## src/rtl/sps_pkg.sv

```systemverilog
// Constants for the serial status and data path block.
// Assumes a classic Wishbone register bus and one core clock.
package sps_pkg;
  // Register byte addresses on the bus.
  localparam logic [3:0] ADR_CTRL = 4'h0;
  localparam logic [3:0] ADR_STAT = 4'h4;
  localparam logic [3:0] ADR_DATA = 4'h8;
  // Control register field positions.
  localparam int CTL_IRQ_EN = 7;
  localparam int CTL_SYS_EN = 6;
  localparam int CTL_MASTER = 4;
  localparam int CTL_CPOL = 3;
  localparam int CTL_CLOCK_PHASE_SELECT = 2;
  // Status register field positions.
  localparam int STAT_DONE = 7;
  localparam int STAT_WRITE_COLLISION_FLAG = 6;
  localparam int STAT_FAULT = 4;
  // Reset values.
  localparam logic [7:0] CTRL_RST = 8'h00;
  localparam logic [7:0] DATA_RST = 8'h00;
  // Half serial clock periods in core cycles for rates 2, 4, 16 and 32.
  localparam logic [4:0] HALF_DIV0 = 5'h01;
  localparam logic [4:0] HALF_DIV1 = 5'h02;
  localparam logic [4:0] HALF_DIV2 = 5'h08;
  localparam logic [4:0] HALF_DIV3 = 5'h10;
  // Bit count at the last bit of one byte exchange and the last half period index.
  localparam logic [3:0] BITS_LAST = 4'h7;
  localparam logic [3:0] HALF_LAST = 4'hf;
  // Reset value of the synchronised pins: sck, slave select, mosi, miso.
  localparam logic [3:0] PIN_RST = 4'h4;
  // Master sequencer states.
  typedef enum logic [0:0] {MST_IDLE = 1'b0, MST_RUN = 1'b1} sps_mst_t;
endpackage : sps_pkg

```

## src/rtl/sps_core.sv

```systemverilog
// Serial peripheral status flags, data path and shift engine.
// Assumes a classic Wishbone master and a peer serial device on the pins.
// Operation
// RULE1: Set done flag when any exchange finishes.
// RULE2: Raise interrupt when done flag set, enabled.
// RULE3: Clear done: status read, then data access.
// RULE4: Ignore data writes until status read sees done.
// RULE5: Busy write sets collision flag, is discarded.
// RULE6: Phase zero: busy from select fall to rise.
// RULE7: Phase one: busy first edge until done.
// RULE8: Clear collision: status read, then data access.
// RULE9: Mode fault only as master, select driven low.
// RULE10: Mode fault raises interrupt when enabled.
// RULE11: Mode fault clears enable and master bits.
// RULE12: Clear fault: status read, then control write.
// RULE13: Software may restore enable and master bits.
// RULE14: Software reprograms port D direction after fault.
// RULE15: Unimplemented status bits read as zero.
// RULE16: Only master data write starts an exchange.
// RULE17: Data reads return receive buffer, not shifter.
// RULE18: Overrun keeps old buffer, drops new byte.
// RULE19: Data write loads shift register directly.
// RULE20: Master emits eight clocks then idles clock.
// RULE21: Eight bits shifted copy into receive buffer.
// RULE22: Done bit7, collision bit6, fault bit4.
// RULE23: Reset clears all three status flags.
//
// The register offsets and the Wishbone slave port were left to the implementer.
`timescale 1ns/10ps
`default_nettype none
module sps_core (
  input wire logic mclk,
  input wire logic rst_b,
  input wire logic wb_cyc_i,
  input wire logic wb_stb_i,
  input wire logic wb_we_i,
  input wire logic [3:0] wb_adr_i,
  input wire logic [3:0] wb_sel_i,
  input wire logic [31:0] wb_dat_i,
  output logic [31:0] wb_dat_o,
  output logic wb_ack_o,
  input wire logic sck_i,
  output logic sck_o,
  output logic sck_oe,
  input wire logic mosi_i,
  output logic mosi_o,
  output logic mosi_oe,
  input wire logic miso_i,
  output logic miso_o,
  output logic miso_oe,
  input wire logic ss_b_i,
  output logic irq_o
);
  // Register state.
  logic [7:0] ctrl_reg;
  logic [7:0] shreg_reg;
  logic [7:0] rxbuf_reg;
  logic done_reg, write_collision_flag_reg, fault_reg;
  logic done_arm_reg, write_collision_flag_arm_reg, fault_arm_reg;
  logic lock_reg;
  // Serial engine state.
  sps_pkg::sps_mst_t mst_reg;
  logic [4:0] half_cnt_reg;
  logic [3:0] half_idx_reg;
  logic [3:0] bit_cnt_reg;
  logic sbusy_reg;
  logic out_bit_reg;
  logic sck_d_reg, ss_d_reg;
  logic [3:0] pins_s;
  // All pins cross into mclk through the filtered synchroniser.
  sps_sync3 #(.WIDTH(4), .RST_VAL(sps_pkg::PIN_RST)) u_sync (
    .mclk(mclk),
    .rst_b(rst_b),
    .d_in({sck_i, ss_b_i, mosi_i, miso_i}),
    .q_out(pins_s)
  );
  // Named views of the synchronised pins and control bits.
  wire sck_s = pins_s[3];
  wire ss_s = pins_s[2];
  wire mosi_s = pins_s[1];
  wire miso_s = pins_s[0];
  wire irq_en = ctrl_reg[sps_pkg::CTL_IRQ_EN];
  wire sys_en = ctrl_reg[sps_pkg::CTL_SYS_EN];
  wire master = ctrl_reg[sps_pkg::CTL_MASTER];
  wire cpol = ctrl_reg[sps_pkg::CTL_CPOL];
  wire clock_phase_select = ctrl_reg[sps_pkg::CTL_CLOCK_PHASE_SELECT];
  wire run = (mst_reg == sps_pkg::MST_RUN);
  // Bus decode; effects take place at the edge where ack is seen high.
  wire req = wb_cyc_i & wb_stb_i;
  wire acc = req & wb_ack_o;
  wire [3:0] adr_w = {wb_adr_i[3:2], 2'b00};
  wire sel_ctrl = (adr_w == sps_pkg::ADR_CTRL);
  wire sel_stat = (adr_w == sps_pkg::ADR_STAT);
  wire sel_data = (adr_w == sps_pkg::ADR_DATA);
  wire wr_acc = acc & wb_we_i & wb_sel_i[0];
  wire rd_acc = acc & ~wb_we_i;
  wire ctrl_wr = wr_acc & sel_ctrl;
  wire stat_rd = rd_acc & sel_stat;
  wire dwr = wr_acc & sel_data;
  wire daccess = (wr_acc | rd_acc) & sel_data;
  // Status image with unimplemented bits tied low.
  wire [7:0] stat_w = {done_reg, write_collision_flag_reg, 1'b0, fault_reg, 4'h0}; // RULE15 RULE22
  // Data reads see the receive buffer, never the live shifter.
  wire [7:0] rdata_w = sel_ctrl ? ctrl_reg :
                       sel_stat ? stat_w :
                       sel_data ? rxbuf_reg : 8'h00; // RULE17
  // Status-read observations use the value actually returned to software.
  wire saw_done = stat_rd & wb_dat_o[sps_pkg::STAT_DONE];
  wire saw_write_collision_flag = stat_rd & wb_dat_o[sps_pkg::STAT_WRITE_COLLISION_FLAG];
  wire saw_fault = stat_rd & wb_dat_o[sps_pkg::STAT_FAULT];
  // Serial clock edges from the peer, found on the synchronised level.
  wire s_edge = sck_s ^ sck_d_reg;
  wire s_lead = s_edge & (sck_d_reg == cpol);
  wire s_trail = s_edge & (sck_d_reg != cpol);
  wire slave_sel = sys_en & ~master & ~ss_s;
  wire ss_fall = ss_d_reg & ~ss_s;
  wire ss_rise = ~ss_d_reg & ss_s;
  // Master half-period divider, enabled only while shifting.
  // Limitation: miso crosses the pin synchroniser, so only the two slowest rates capture reliably.
  wire [4:0] half_lim = (ctrl_reg[1:0] == 2'b00) ? sps_pkg::HALF_DIV0 :
                        (ctrl_reg[1:0] == 2'b01) ? sps_pkg::HALF_DIV1 :
                        (ctrl_reg[1:0] == 2'b10) ? sps_pkg::HALF_DIV2 : sps_pkg::HALF_DIV3;
  wire half_tick = run & (half_cnt_reg == half_lim - 5'h01);
  wire m_lead = half_tick & ~half_idx_reg[0];
  wire m_trail = half_tick & half_idx_reg[0];
  // Capture and launch edges chosen by phase and by role.
  wire lead = master ? m_lead : (s_lead & slave_sel);
  wire trail = master ? m_trail : (s_trail & slave_sel);
  wire cap = clock_phase_select ? trail : lead;
  wire launch = clock_phase_select ? lead : trail;
  wire din = master ? miso_s : mosi_s;
  wire [7:0] shift_w = {shreg_reg[6:0], din};
  // Completion of a byte exchange in either role.
  wire m_done = half_tick & (half_idx_reg == sps_pkg::HALF_LAST);
  wire s_done = cap & ~master & (bit_cnt_reg == sps_pkg::BITS_LAST);
  wire complete = m_done | s_done; // RULE1
  wire [7:0] rxbyte_w = cap ? shift_w : shreg_reg;
  // Transfer in progress, as the collision check defines it.
  wire xfer_busy = run | sbusy_reg;
  wire write_ok = dwr & ~lock_reg; // RULE4
  wire collide = write_ok & xfer_busy; // RULE5
  wire load = write_ok & ~xfer_busy; // RULE19
  wire start = load & master & sys_en; // RULE16
  wire fault_set = master & sys_en & ~ss_s; // RULE9
  // Flag next values; a set in the same cycle beats a clear.
  wire done_next = complete | (done_reg & ~(daccess & done_arm_reg)); // RULE1 RULE3
  wire write_collision_flag_next = collide | (write_collision_flag_reg & ~(daccess & write_collision_flag_arm_reg)); // RULE5 RULE8
  wire fault_next = fault_set | (fault_reg & ~(ctrl_wr & fault_arm_reg)); // RULE12
  // Bus slave: ack one cycle after the request, dropped the cycle after.
  always_ff @(posedge mclk or negedge rst_b) begin
    if (!rst_b) begin
      wb_ack_o <= 1'b0;
      wb_dat_o <= 32'h0000_0000;
    end else begin
      wb_ack_o <= req & ~wb_ack_o;
      if (req & ~wb_ack_o) begin
        wb_dat_o <= {24'h00_0000, rdata_w};
      end
    end
  end

  // Control register; a mode fault forces enable and master low.
  always_ff @(posedge mclk or negedge rst_b) begin
    if (!rst_b) begin
      ctrl_reg <= sps_pkg::CTRL_RST;
    end else begin
      if (ctrl_wr) begin
        ctrl_reg <= wb_dat_i[7:0];
      end
      if (fault_set) begin
        ctrl_reg[sps_pkg::CTL_SYS_EN] <= 1'b0; // RULE11
        ctrl_reg[sps_pkg::CTL_MASTER] <= 1'b0; // RULE11
      end
    end
  end

  // Status flags, clearing sequences and the write lock.
  always_ff @(posedge mclk or negedge rst_b) begin
    if (!rst_b) begin
      done_reg <= 1'b0; // RULE23
      write_collision_flag_reg <= 1'b0; // RULE23
      fault_reg <= 1'b0; // RULE23
      done_arm_reg <= 1'b0;
      write_collision_flag_arm_reg <= 1'b0;
      fault_arm_reg <= 1'b0;
      lock_reg <= 1'b0;
    end else begin
      done_reg <= done_next;
      write_collision_flag_reg <= write_collision_flag_next;
      fault_reg <= fault_next;
      // Arming needs a status read that returned the flag set.
      done_arm_reg <= saw_done | (done_arm_reg & ~daccess); // RULE3
      write_collision_flag_arm_reg <= saw_write_collision_flag | (write_collision_flag_arm_reg & ~daccess); // RULE8
      fault_arm_reg <= saw_fault | (fault_arm_reg & ~ctrl_wr); // RULE12
      // The lock follows each completion; the sighting read lifts it.
      lock_reg <= complete | (lock_reg & ~saw_done); // RULE4
    end
  end

  // Interrupt request for a finished exchange or a mode fault.
  always_ff @(posedge mclk or negedge rst_b) begin
    if (!rst_b) begin
      irq_o <= 1'b0;
    end else begin
      irq_o <= irq_en & (done_reg | fault_reg); // RULE2 RULE10
    end
  end

  // Master sequencer: sixteen half periods, then the clock idles.
  always_ff @(posedge mclk or negedge rst_b) begin
    if (!rst_b) begin
      mst_reg <= sps_pkg::MST_IDLE;
      half_cnt_reg <= 5'h00;
      half_idx_reg <= 4'h0;
    end else begin
      unique case (mst_reg)
        sps_pkg::MST_IDLE: begin
          half_cnt_reg <= 5'h00;
          half_idx_reg <= 4'h0;
          if (start) begin
            mst_reg <= sps_pkg::MST_RUN; // RULE16 RULE20
          end
        end
        sps_pkg::MST_RUN: begin
          // A fault aborts the byte; the peer now owns the bus.
          if (m_done | fault_set) begin
            mst_reg <= sps_pkg::MST_IDLE; // RULE20
          end
          if (half_tick) begin
            half_cnt_reg <= 5'h00;
            half_idx_reg <= half_idx_reg + 4'h1;
          end else begin
            half_cnt_reg <= half_cnt_reg + 5'h01;
          end
        end
      endcase
    end
  end

  // Slave busy window and capture count.
  always_ff @(posedge mclk or negedge rst_b) begin
    if (!rst_b) begin
      sbusy_reg <= 1'b0;
      bit_cnt_reg <= 4'h0;
      sck_d_reg <= 1'b0;
      ss_d_reg <= 1'b1;
    end else begin
      sck_d_reg <= sck_s;
      ss_d_reg <= ss_s;
      if (!clock_phase_select && ss_fall && sys_en && !master) begin
        sbusy_reg <= 1'b1; // RULE6
      end else if (clock_phase_select && s_lead && slave_sel) begin
        sbusy_reg <= 1'b1; // RULE7
      end else if (clock_phase_select && s_done) begin
        sbusy_reg <= 1'b0; // RULE7
      end else if (ss_rise || master || !sys_en) begin
        sbusy_reg <= 1'b0; // RULE6
      end
      // Count restarts per byte; a deselect also resets it.
      if (ss_s || master || s_done) begin
        bit_cnt_reg <= 4'h0;
      end else if (cap) begin
        bit_cnt_reg <= bit_cnt_reg + 4'h1;
      end
    end
  end

  // Shift register, output bit and receive buffer.
  always_ff @(posedge mclk or negedge rst_b) begin
    if (!rst_b) begin
      shreg_reg <= sps_pkg::DATA_RST;
      rxbuf_reg <= sps_pkg::DATA_RST;
      out_bit_reg <= 1'b0;
    end else begin
      if (load) begin
        shreg_reg <= wb_dat_i[7:0]; // RULE19
      end else if (cap) begin
        shreg_reg <= shift_w;
      end
      // Phase zero puts the first bit out before any clock edge.
      if (load && !clock_phase_select) begin
        out_bit_reg <= wb_dat_i[7];
      end else if (ss_fall && !clock_phase_select && !master) begin
        out_bit_reg <= shreg_reg[7];
      end else if (launch) begin
        out_bit_reg <= shreg_reg[7];
      end
      // An unread previous byte wins: the new one is dropped.
      if (complete && !done_reg) begin
        rxbuf_reg <= rxbyte_w; // RULE18 RULE21
      end
    end
  end

  // Pin drivers, all registered.
  always_ff @(posedge mclk or negedge rst_b) begin
    if (!rst_b) begin
      sck_o <= 1'b0;
      sck_oe <= 1'b0;
      mosi_o <= 1'b0;
      mosi_oe <= 1'b0;
      miso_o <= 1'b0;
      miso_oe <= 1'b0;
    end else begin
      sck_o <= run ? (cpol ^ half_idx_reg[0] ^ half_tick) : cpol; // RULE20
      sck_oe <= master & sys_en;
      mosi_o <= out_bit_reg;
      mosi_oe <= master & sys_en;
      miso_o <= out_bit_reg;
      miso_oe <= slave_sel;
    end
  end
endmodule : sps_core
`default_nettype wire

```

## src/rtl/sps_sync3.sv

```systemverilog
// Three-stage pin synchroniser with agreement filter.
// Assumes inputs are asynchronous to mclk.
`timescale 1ns/10ps
`default_nettype none
module sps_sync3 #(
  parameter int WIDTH = 4,
  parameter logic [WIDTH-1:0] RST_VAL = '0
) (
  input wire logic mclk,
  input wire logic rst_b,
  input wire logic [WIDTH-1:0] d_in,
  output logic [WIDTH-1:0] q_out
);
  // Stage one is read only by stage two, to contain metastability.
  logic [WIDTH-1:0] s1_reg;
  logic [WIDTH-1:0] s2_reg;
  logic [WIDTH-1:0] s3_reg;

  // A bit changes only once stages two and three agree on it.
  always_ff @(posedge mclk or negedge rst_b) begin
    if (!rst_b) begin
      s1_reg <= RST_VAL;
      s2_reg <= RST_VAL;
      s3_reg <= RST_VAL;
      q_out <= RST_VAL;
    end else begin
      s1_reg <= d_in;
      s2_reg <= s1_reg;
      s3_reg <= s2_reg;
      q_out <= (s2_reg & s3_reg) | (q_out & (s2_reg ^ s3_reg));
    end
  end
endmodule : sps_sync3
`default_nettype wire

```

## config.mk

```make
export PLATFORM = sky130hd
export DESIGN_NAME = sps_core
export DESIGN_NICKNAME = d
export VERILOG_FILES = /design/src/rtl/sps_pkg.sv /design/src/rtl/sps_core.sv /design/src/rtl/sps_sync3.sv
export SDC_FILE = /design/constraint.sdc
export NUM_CORES = 1
export LEC_CHECK = 0
export BUFFER_PORTS_ARGS = -buffer_cell sky130_fd_sc_hd__buf_2
export CORE_ASPECT_RATIO = 0.9
export CORE_MARGIN = 4
export CORE_UTILIZATION = 58
export CTS_CLUSTER_DIAMETER = 120
export DETAILED_ROUTE_END_ITERATION = 10
export PLACE_DENSITY = 0.85
export SETUP_SLACK_MARGIN = 0.1
export SKIP_CTS_REPAIR_TIMING = 1
export SLEW_MARGIN = 5
export SYNTH_ARGS = -nofsm -noshare
export SYNTH_HDL_FRONTEND = slang
export SYNTH_SLANG_ARGS = --single-unit
```

## constraint.sdc

```tcl
create_clock -name mclk -period 7.55 [get_ports mclk]
set_input_delay 0.755 -clock mclk [delete_from_list [all_inputs] [get_ports mclk]]
set_output_delay 0.755 -clock mclk [all_outputs]
set_load 0.02 [all_outputs]
```

==> metrics.yaml, run 1 <==
clocking:
  htree_levels: 3
  root_buffer: "clkbuf_8"
  clk_path_buf_depth: 2
  clock_latency_ps: 350
  clk_pin_slew_ps: 70
  cts_tree: "yes"
  cts_buffers: 9
  cts.sinks: 79
sta:
  fmax_mhz: 318.6
  grt_setup_unrepaired: "no"
  setup_slack_ps: 4411
  setup_viol: 0
  maxSlewViolCount: 0
  min_period_ps: 3139
  holdWs_ps: 352.0
  tightest_slew_ps: 951.8
  post-route-period-util_pct: 41.57
  fin_setup_tns_ps: 0
  clock_skew_ps: 9.340
  slew_headroom_pct: 36.55
  hold_viol_final: 0
run:
  cap_violations: 0
finish:
  fillerInstances: 467
  final_common_cell: "dfrtp_1"
  antenna_cells: 0
  drive_gt1_share_pct: 27.07
  final_area_mm2: 0.004194
  final_cell_mix: "74 x dfrtp_1, 34 x buf_2, 26 x nand2_1, 24 x conb_1, 21 x mux2_2"
  nets: 414
  area_growth_syn_to_layout_pct: 9.866
detailed_routing:
  wirelength_um: 6937
  avgViaCountPerCell: 5.396
  drt-wirelength-per-cell_um: 15.45
  num_vias: 2423
  drtAntennaViolNets: 0
  dr.pass1.iters: 4
  drt_iter0_drc: 160
  drc_errors: 0
setup_path:
  critPathMaxStageDelay_ps: 460
  path_max_fanout: 14
  path_buf_inv: 0
  cp-endpoint: "rxbuf_reg[7]$_DFFE_PN0P_"
  worst_path_max_delay_cell: "dfrtp_1"
  crit_family: "simple AND/OR/NAND/NOR gates"
  criticalPathCategory: "flop to flop"
  critPathLaunch: "ctrl_reg[1]$_DFFE_PN0P_"
  cp-start-kind: "flop"
  endpoint_kind: "flop"
  reg2reg_slack_ps: 4410
  crit_chain: "or2_2 -> ha_1 -> xnor2_1 -> nor3_2 -> a311oi_4 -> nor2_4 -> mux2_2 -> mux2_4"
  cp.arrival_ps: 3380
  cp_num_cells: 8
  cp.required_ps: 7790
  r2r-end: "rxbuf_reg[7]$_DFFE_PN0P_"
  reg2reg_depth: 8
  r2r-start: "ctrl_reg[1]$_DFFE_PN0P_"
place:
  dp_hpwl_um: 4829
  port_buffers: 35
  gp_congestion: 0.8915
  place_area_mm2: 0.003970
  post-place-ws_ps: 4460
synthesis:
  ys_warn_count: 0
  ys_seq_elements: 79
  synthTopCellsByArea: "dfrtp_1 49%, mux2_2 6.2%, buf_4 5.1%, dfstp_2 3.4%, mux2_4 3.1%"
  synth_top_flop_cell: "dfrtp_1"
  synth_top_area_share_pct: 48.51
  yosys.area.top_type: "dfrtp_1"
  ys_async_sr_fraction_pct: 100.0
  syn_avg_cell_area_um2: 11.89
  synth_area_mm2: 0.003817
  synthDistinctLibCells: 59
  synth_edf_count: 0
  ys_seq_area_share_pct: 51.95
  postSynthCellCount: 321
floorplan:
  die_h_um: 84.97
  core_area_mm2: 0.006250
  io_pins: 89
  row_count: 27
  fp.dieW_um: 93.52
  initial_core_util_pct: 61.08
  die_area_mm2: 0.007946
global_routing:
  grt_pass1_wl_um: 11600
  grt_max_degree: 80
  grt_overflow: 0
  grt_usage_pct: 18.98
  antenna_found_initial: 0
  grt_pass1_vias: 2408
pwr:
  power_mw: 1.172
  p_leak_nw: 2.058
  p_per_area_mw_per_mm2: 279.5
  vdd_ir_drop_max_v: 0.0001894
hold_path:
  hold_class: "flop to flop"
status:
  status: "completed"
-- Yosys cell counts, types with 3 or more instances --
cell type,instances
inv_1,7
buf_4,26
o31ai_1,5
nand3_1,8
nor3b_1,3
o21ai_0,13
ha_1,8
dfrtp_1,74
clkbuf_1,4
a21oi_1,7
mux2_4,8
nor2b_1,3
xor2_1,5
a21o_1,5
and2_1,3
and3_1,4
nor2_1,20
nand3b_1,3
nand2b_1,4
mux2i_1,11
dfstp_2,5
xnor2_1,5
nand2_1,26
mux2_2,21
-- worst reg2reg max path, delay by kind of cell (launching register included) --
kind                       cells  cell delay (ps)
and+or+nand+nor                3             1200
xor gates and xnor gates       1              150
adders and majority gates      1              320
muxes                          2              670
AOI/OAI and AO/OA              1              220
DFF                            1              460
-- report_power, final --
part	switching (mW)	internal [mW]	leakage, nW
combinational	0.152	0.121	0.934
sequential	0.0597	0.490	1.01
clock	0.145	0.204	0.114
-- metal layers --
layer / up-vias / GRT usage [%] / routed length, µm
li1: 1157 / - / -
met4: 0 / 6.658 / 104
met2: 55 / 29.81 / 3315
met1: 1199 / 24.77 / 3121
met5: - / 0 / 0
met3: 12 / 6.206 / 395
-- layout make-up --
type                    count  area [µm²]  share of cell area [%]
multi-input cells         224        1667                   39.74
clock buffers              13       158.9                   3.789
repair buffers             36       185.2                   4.415
well taps                  87       108.9                   2.595
flip-flops and latches     79        1983                   47.29
clock inverters             3       65.06                   1.551
inverters                   7       26.28                  0.6265
-- how the worst min path moves through the flow --
| stage | from | to | slack (ps) | cells past startpoint |
|---|---|---|---|---|
| final | u_sync.s1_reg[0]$_DFF_PN0_ | u_sync.s2_reg[0]$_DFF_PN0_ | 350 | 0 |
| after global routing | u_sync.s1_reg[2]$_DFF_PN1_ | u_sync.s2_reg[2]$_DFF_PN1_ | 370 | 0 |
| after CTS | u_sync.s1_reg[1]$_DFF_PN0_ | u_sync.s2_reg[1]$_DFF_PN0_ | 350 | 0 |
| after detailed placement | u_sync.s1_reg[1]$_DFF_PN0_ | u_sync.s2_reg[1]$_DFF_PN0_ | 340 | 0 |
| after global placement | u_sync.s1_reg[3]$_DFF_PN0_ | u_sync.s2_reg[3]$_DFF_PN0_ | 330 | 0 |
| after floorplan | u_sync.s1_reg[0]$_DFF_PN0_ | u_sync.s2_reg[0]$_DFF_PN0_ | 330 | 0 |
-- per-stage QoR --
step / cells / util (%)
floorplan: 344 / -
global placement: 433 / 63.52
detailed placement: 433 / 63.52
CTS: 449 / 67.11
global route: 449 / 67.11
finish: 449 / 67.11
-- cell families after synthesis --
group                    synth area share, %
buffers and inverters                  6.817
flip-flops                             51.95
AND/OR/NAND/NOR                        13.21
adder cells (fa/ha/maj)                2.622
XOR/XNOR                               2.294
other                                0.09823
multiplexers                           12.82
AO/OA/AOI/OAI                          10.19
Note: power is estimated with default switching activity, not from simulation.
==> inputs of run 2 (changes only) <==
CORE_UTILIZATION = 49   (was 58)
PLACE_DENSITY = 0.77   (was 0.85)
clock period = 2.7 ns   (was 7.55 ns; I/O delays follow)
==> run 2 against run 1 <==
Compared with the run above: via count rose by 3.4%; critical endpoint is now rxbuf_reg[4]$_DFFE_PN0P_; non-clock buffer count rose by 20; clock power rose to 2.9 times the previous value; global-route usage fell by 1.9 points; critical path depth rose by 3.
==> metrics.yaml, run 2 (synthesized netlist as in run 1, its figures left out) <==
clocking:
  root_buffer: "clkbuf_8"
  clk_pin_slew_ps: 80  # about the same
  cts.sinks: 79  # unchanged
  clk_path_buf_depth: 2  # unchanged
  cts_tree: "yes"
  cts_buffers: 9  # unchanged
  clock_latency_ps: 360  # about the same
  htree_levels: 3  # unchanged
sta:
  setup_viol: 0  # unchanged
  setup_slack_ps: 48.69  # -4362 ps
  fmax_mhz: 377.2  # +18%
  maxSlewViolCount: 0  # unchanged
  clock_skew_ps: 9.828  # +0.4883 ps
  post-route-period-util_pct: 98.20  # +57 points
  tightest_slew_ps: 956.1  # +4.273 ps
  grt_setup_unrepaired: "yes"
  hold_viol_final: 0  # unchanged
  holdWs_ps: 11.35  # -340.7 ps
  fin_setup_tns_ps: 0  # unchanged
  slew_headroom_pct: 36.26  # -0.28 points
  min_period_ps: 2651  # -487.6 ps
detailed_routing:
  dr.pass1.iters: 4  # unchanged
  drtAntennaViolNets: 0  # unchanged
  avgViaCountPerCell: 5.241  # -2.9%
  drt_iter0_drc: 99  # -38%
  wirelength_um: 7689  # +11%
  num_vias: 2505  # +3.4%
  drt-wirelength-per-cell_um: 16.09  # +4.1%
  drc_errors: 0  # unchanged
setup_path:
  critPathLaunch: "ctrl_reg[1]$_DFFE_PN0P_"
  crit_chain: "or2_4 -> ha_4 -> xnor2_4 -> nor3_4 -> buf_12 -> a311oi_4 -> nor2_4 -> buf_12 -> a31oi_4 -> buf_12 -> mux2_4"
  r2r-start: "ctrl_reg[1]$_DFFE_PN0P_"
  cp.required_ps: 2950  # -4840 ps
  criticalPathCategory: "flop to flop"
  worst_path_max_delay_cell: "dfrtp_1"
  crit_top_cell: "buf_12"
  cp-start-kind: "flop"
  cp.arrival_ps: 2900  # -480 ps
  path_max_fanout: 8  # -6
  endpoint_kind: "flop"
  critPathMaxStageDelay_ps: 440  # -20 ps
place:
  place_area_mm2: 0.004118  # +3.7%
  post-place-ws_ps: 23.15  # -4437 ps
  placed_cells: 453  # +4.6%
  gp_congestion: 0.8543  # -4.2%
  port_buffers: 35  # unchanged
  dp_hpwl_um: 5090  # +5.4%
status:
  status: "completed"
finish:
  drive_gt1_share_pct: 31.68  # +4.6 points
  fillerInstances: 640  # +37%
  final_area_mm2: 0.004518  # +7.7%
  final_core_util_pct: 59.88  # -7.2 points
  area_growth_syn_to_layout_pct: 18.35
  antenna_cells: 0  # unchanged
  seqCellArea_mm2: 0.001983  # unchanged
  nets: 434  # +4.8%
  final_common_cell: "dfrtp_1"
  stdcell_count: 478  # +6.5%
  multi_input_area_mm2: 0.001759  # +5.6%
  final_cell_mix: "74 x dfrtp_1, 34 x buf_2, 26 x nand2_1, 24 x conb_1"
floorplan:
  die_area_mm2: 0.009269  # +17%
  fp.dieW_um: 101.0  # +8.0%
  die_h_um: 91.74  # +8.0%
  row_count: 30  # +11%
  core_area_mm2: 0.007545  # +21%
  initial_core_util_pct: 50.60  # -10 points
  io_pins: 89  # unchanged
hold_path:
  hold_class: "input pin to flop"
  worstHoldStart: "miso_i"
global_routing:
  grt_overflow: 0  # unchanged
  grt_pass1_wl_um: 12300  # +6.0%
  grt_pass1_vias: 2514  # +4.4%
  grt_max_degree: 80  # unchanged
  antenna_found_initial: 0  # unchanged
  grt_usage_pct: 17.09  # -1.9 points
run:
  cap_violations: 0  # unchanged
pwr:
  p_leak_nw: 2.211  # +7.4%
  p_per_area_mw_per_mm2: 782.4  # +180%
  power_mw: 3.535  # +200%
  vdd_ir_drop_max_v: 0.0003439  # +82%
run 2: path summary, 6_finish.rpt:
path	to	cells after the start	slack (ps)
max	rxbuf_reg[4]$_DFFE_PN0P_	11	50
min	u_sync.s1_reg[0]$_DFF_PN0_	1	10
max reg2reg	rxbuf_reg[4]$_DFFE_PN0P_	11	50
min reg2reg	u_sync.s2_reg[0]$_DFF_PN0_	0	350
max in group asynchronous	ctrl_reg[7]$_DFFE_PN0P_	1	2020
min in group asynchronous	u_sync.s1_reg[3]$_DFF_PN0_	1	50
run 2: cell type report:
cell class	count	share of cell area, %
multi-input cells	224	38.94
clock buffers	11	3.351
well taps	96	2.659
flip-flops and latches	79	43.89
clock inverters	5	1.772
inverters	7	0.5816
repair buffers	56	8.806
run 2: layer usage:
| metal | share of wire (%) | vias to the layer above | track usage (%) |
|---|---|---|---|
| met5 | 0 | - | 0 |
| met4 | 2.2 | 0 | 7.309 |
| met3 | 6.7 | 15 | 5.779 |
| met2 | 46 | 75 | 25.49 |
| met1 | 45 | 1232 | 22.61 |
| li1 | - | 1183 | - |
run 2: worst max-delay path: cells and delay by family (launching register included):
family / cells / cell delay (ps)
compound gates: 2 / 500
buf+inv: 3 / 460
flops: 1 / 440
simple gates: 3 / 430
mux: 1 / 300
fa+ha+maj: 1 / 290
xor+xnor: 1 / 120
run 2: power by group:
group	switching [mW]	internal, mW
clock network	0.433	0.569
registers	0.159	1.37
logic	0.503	0.503
total	1.09	2.44
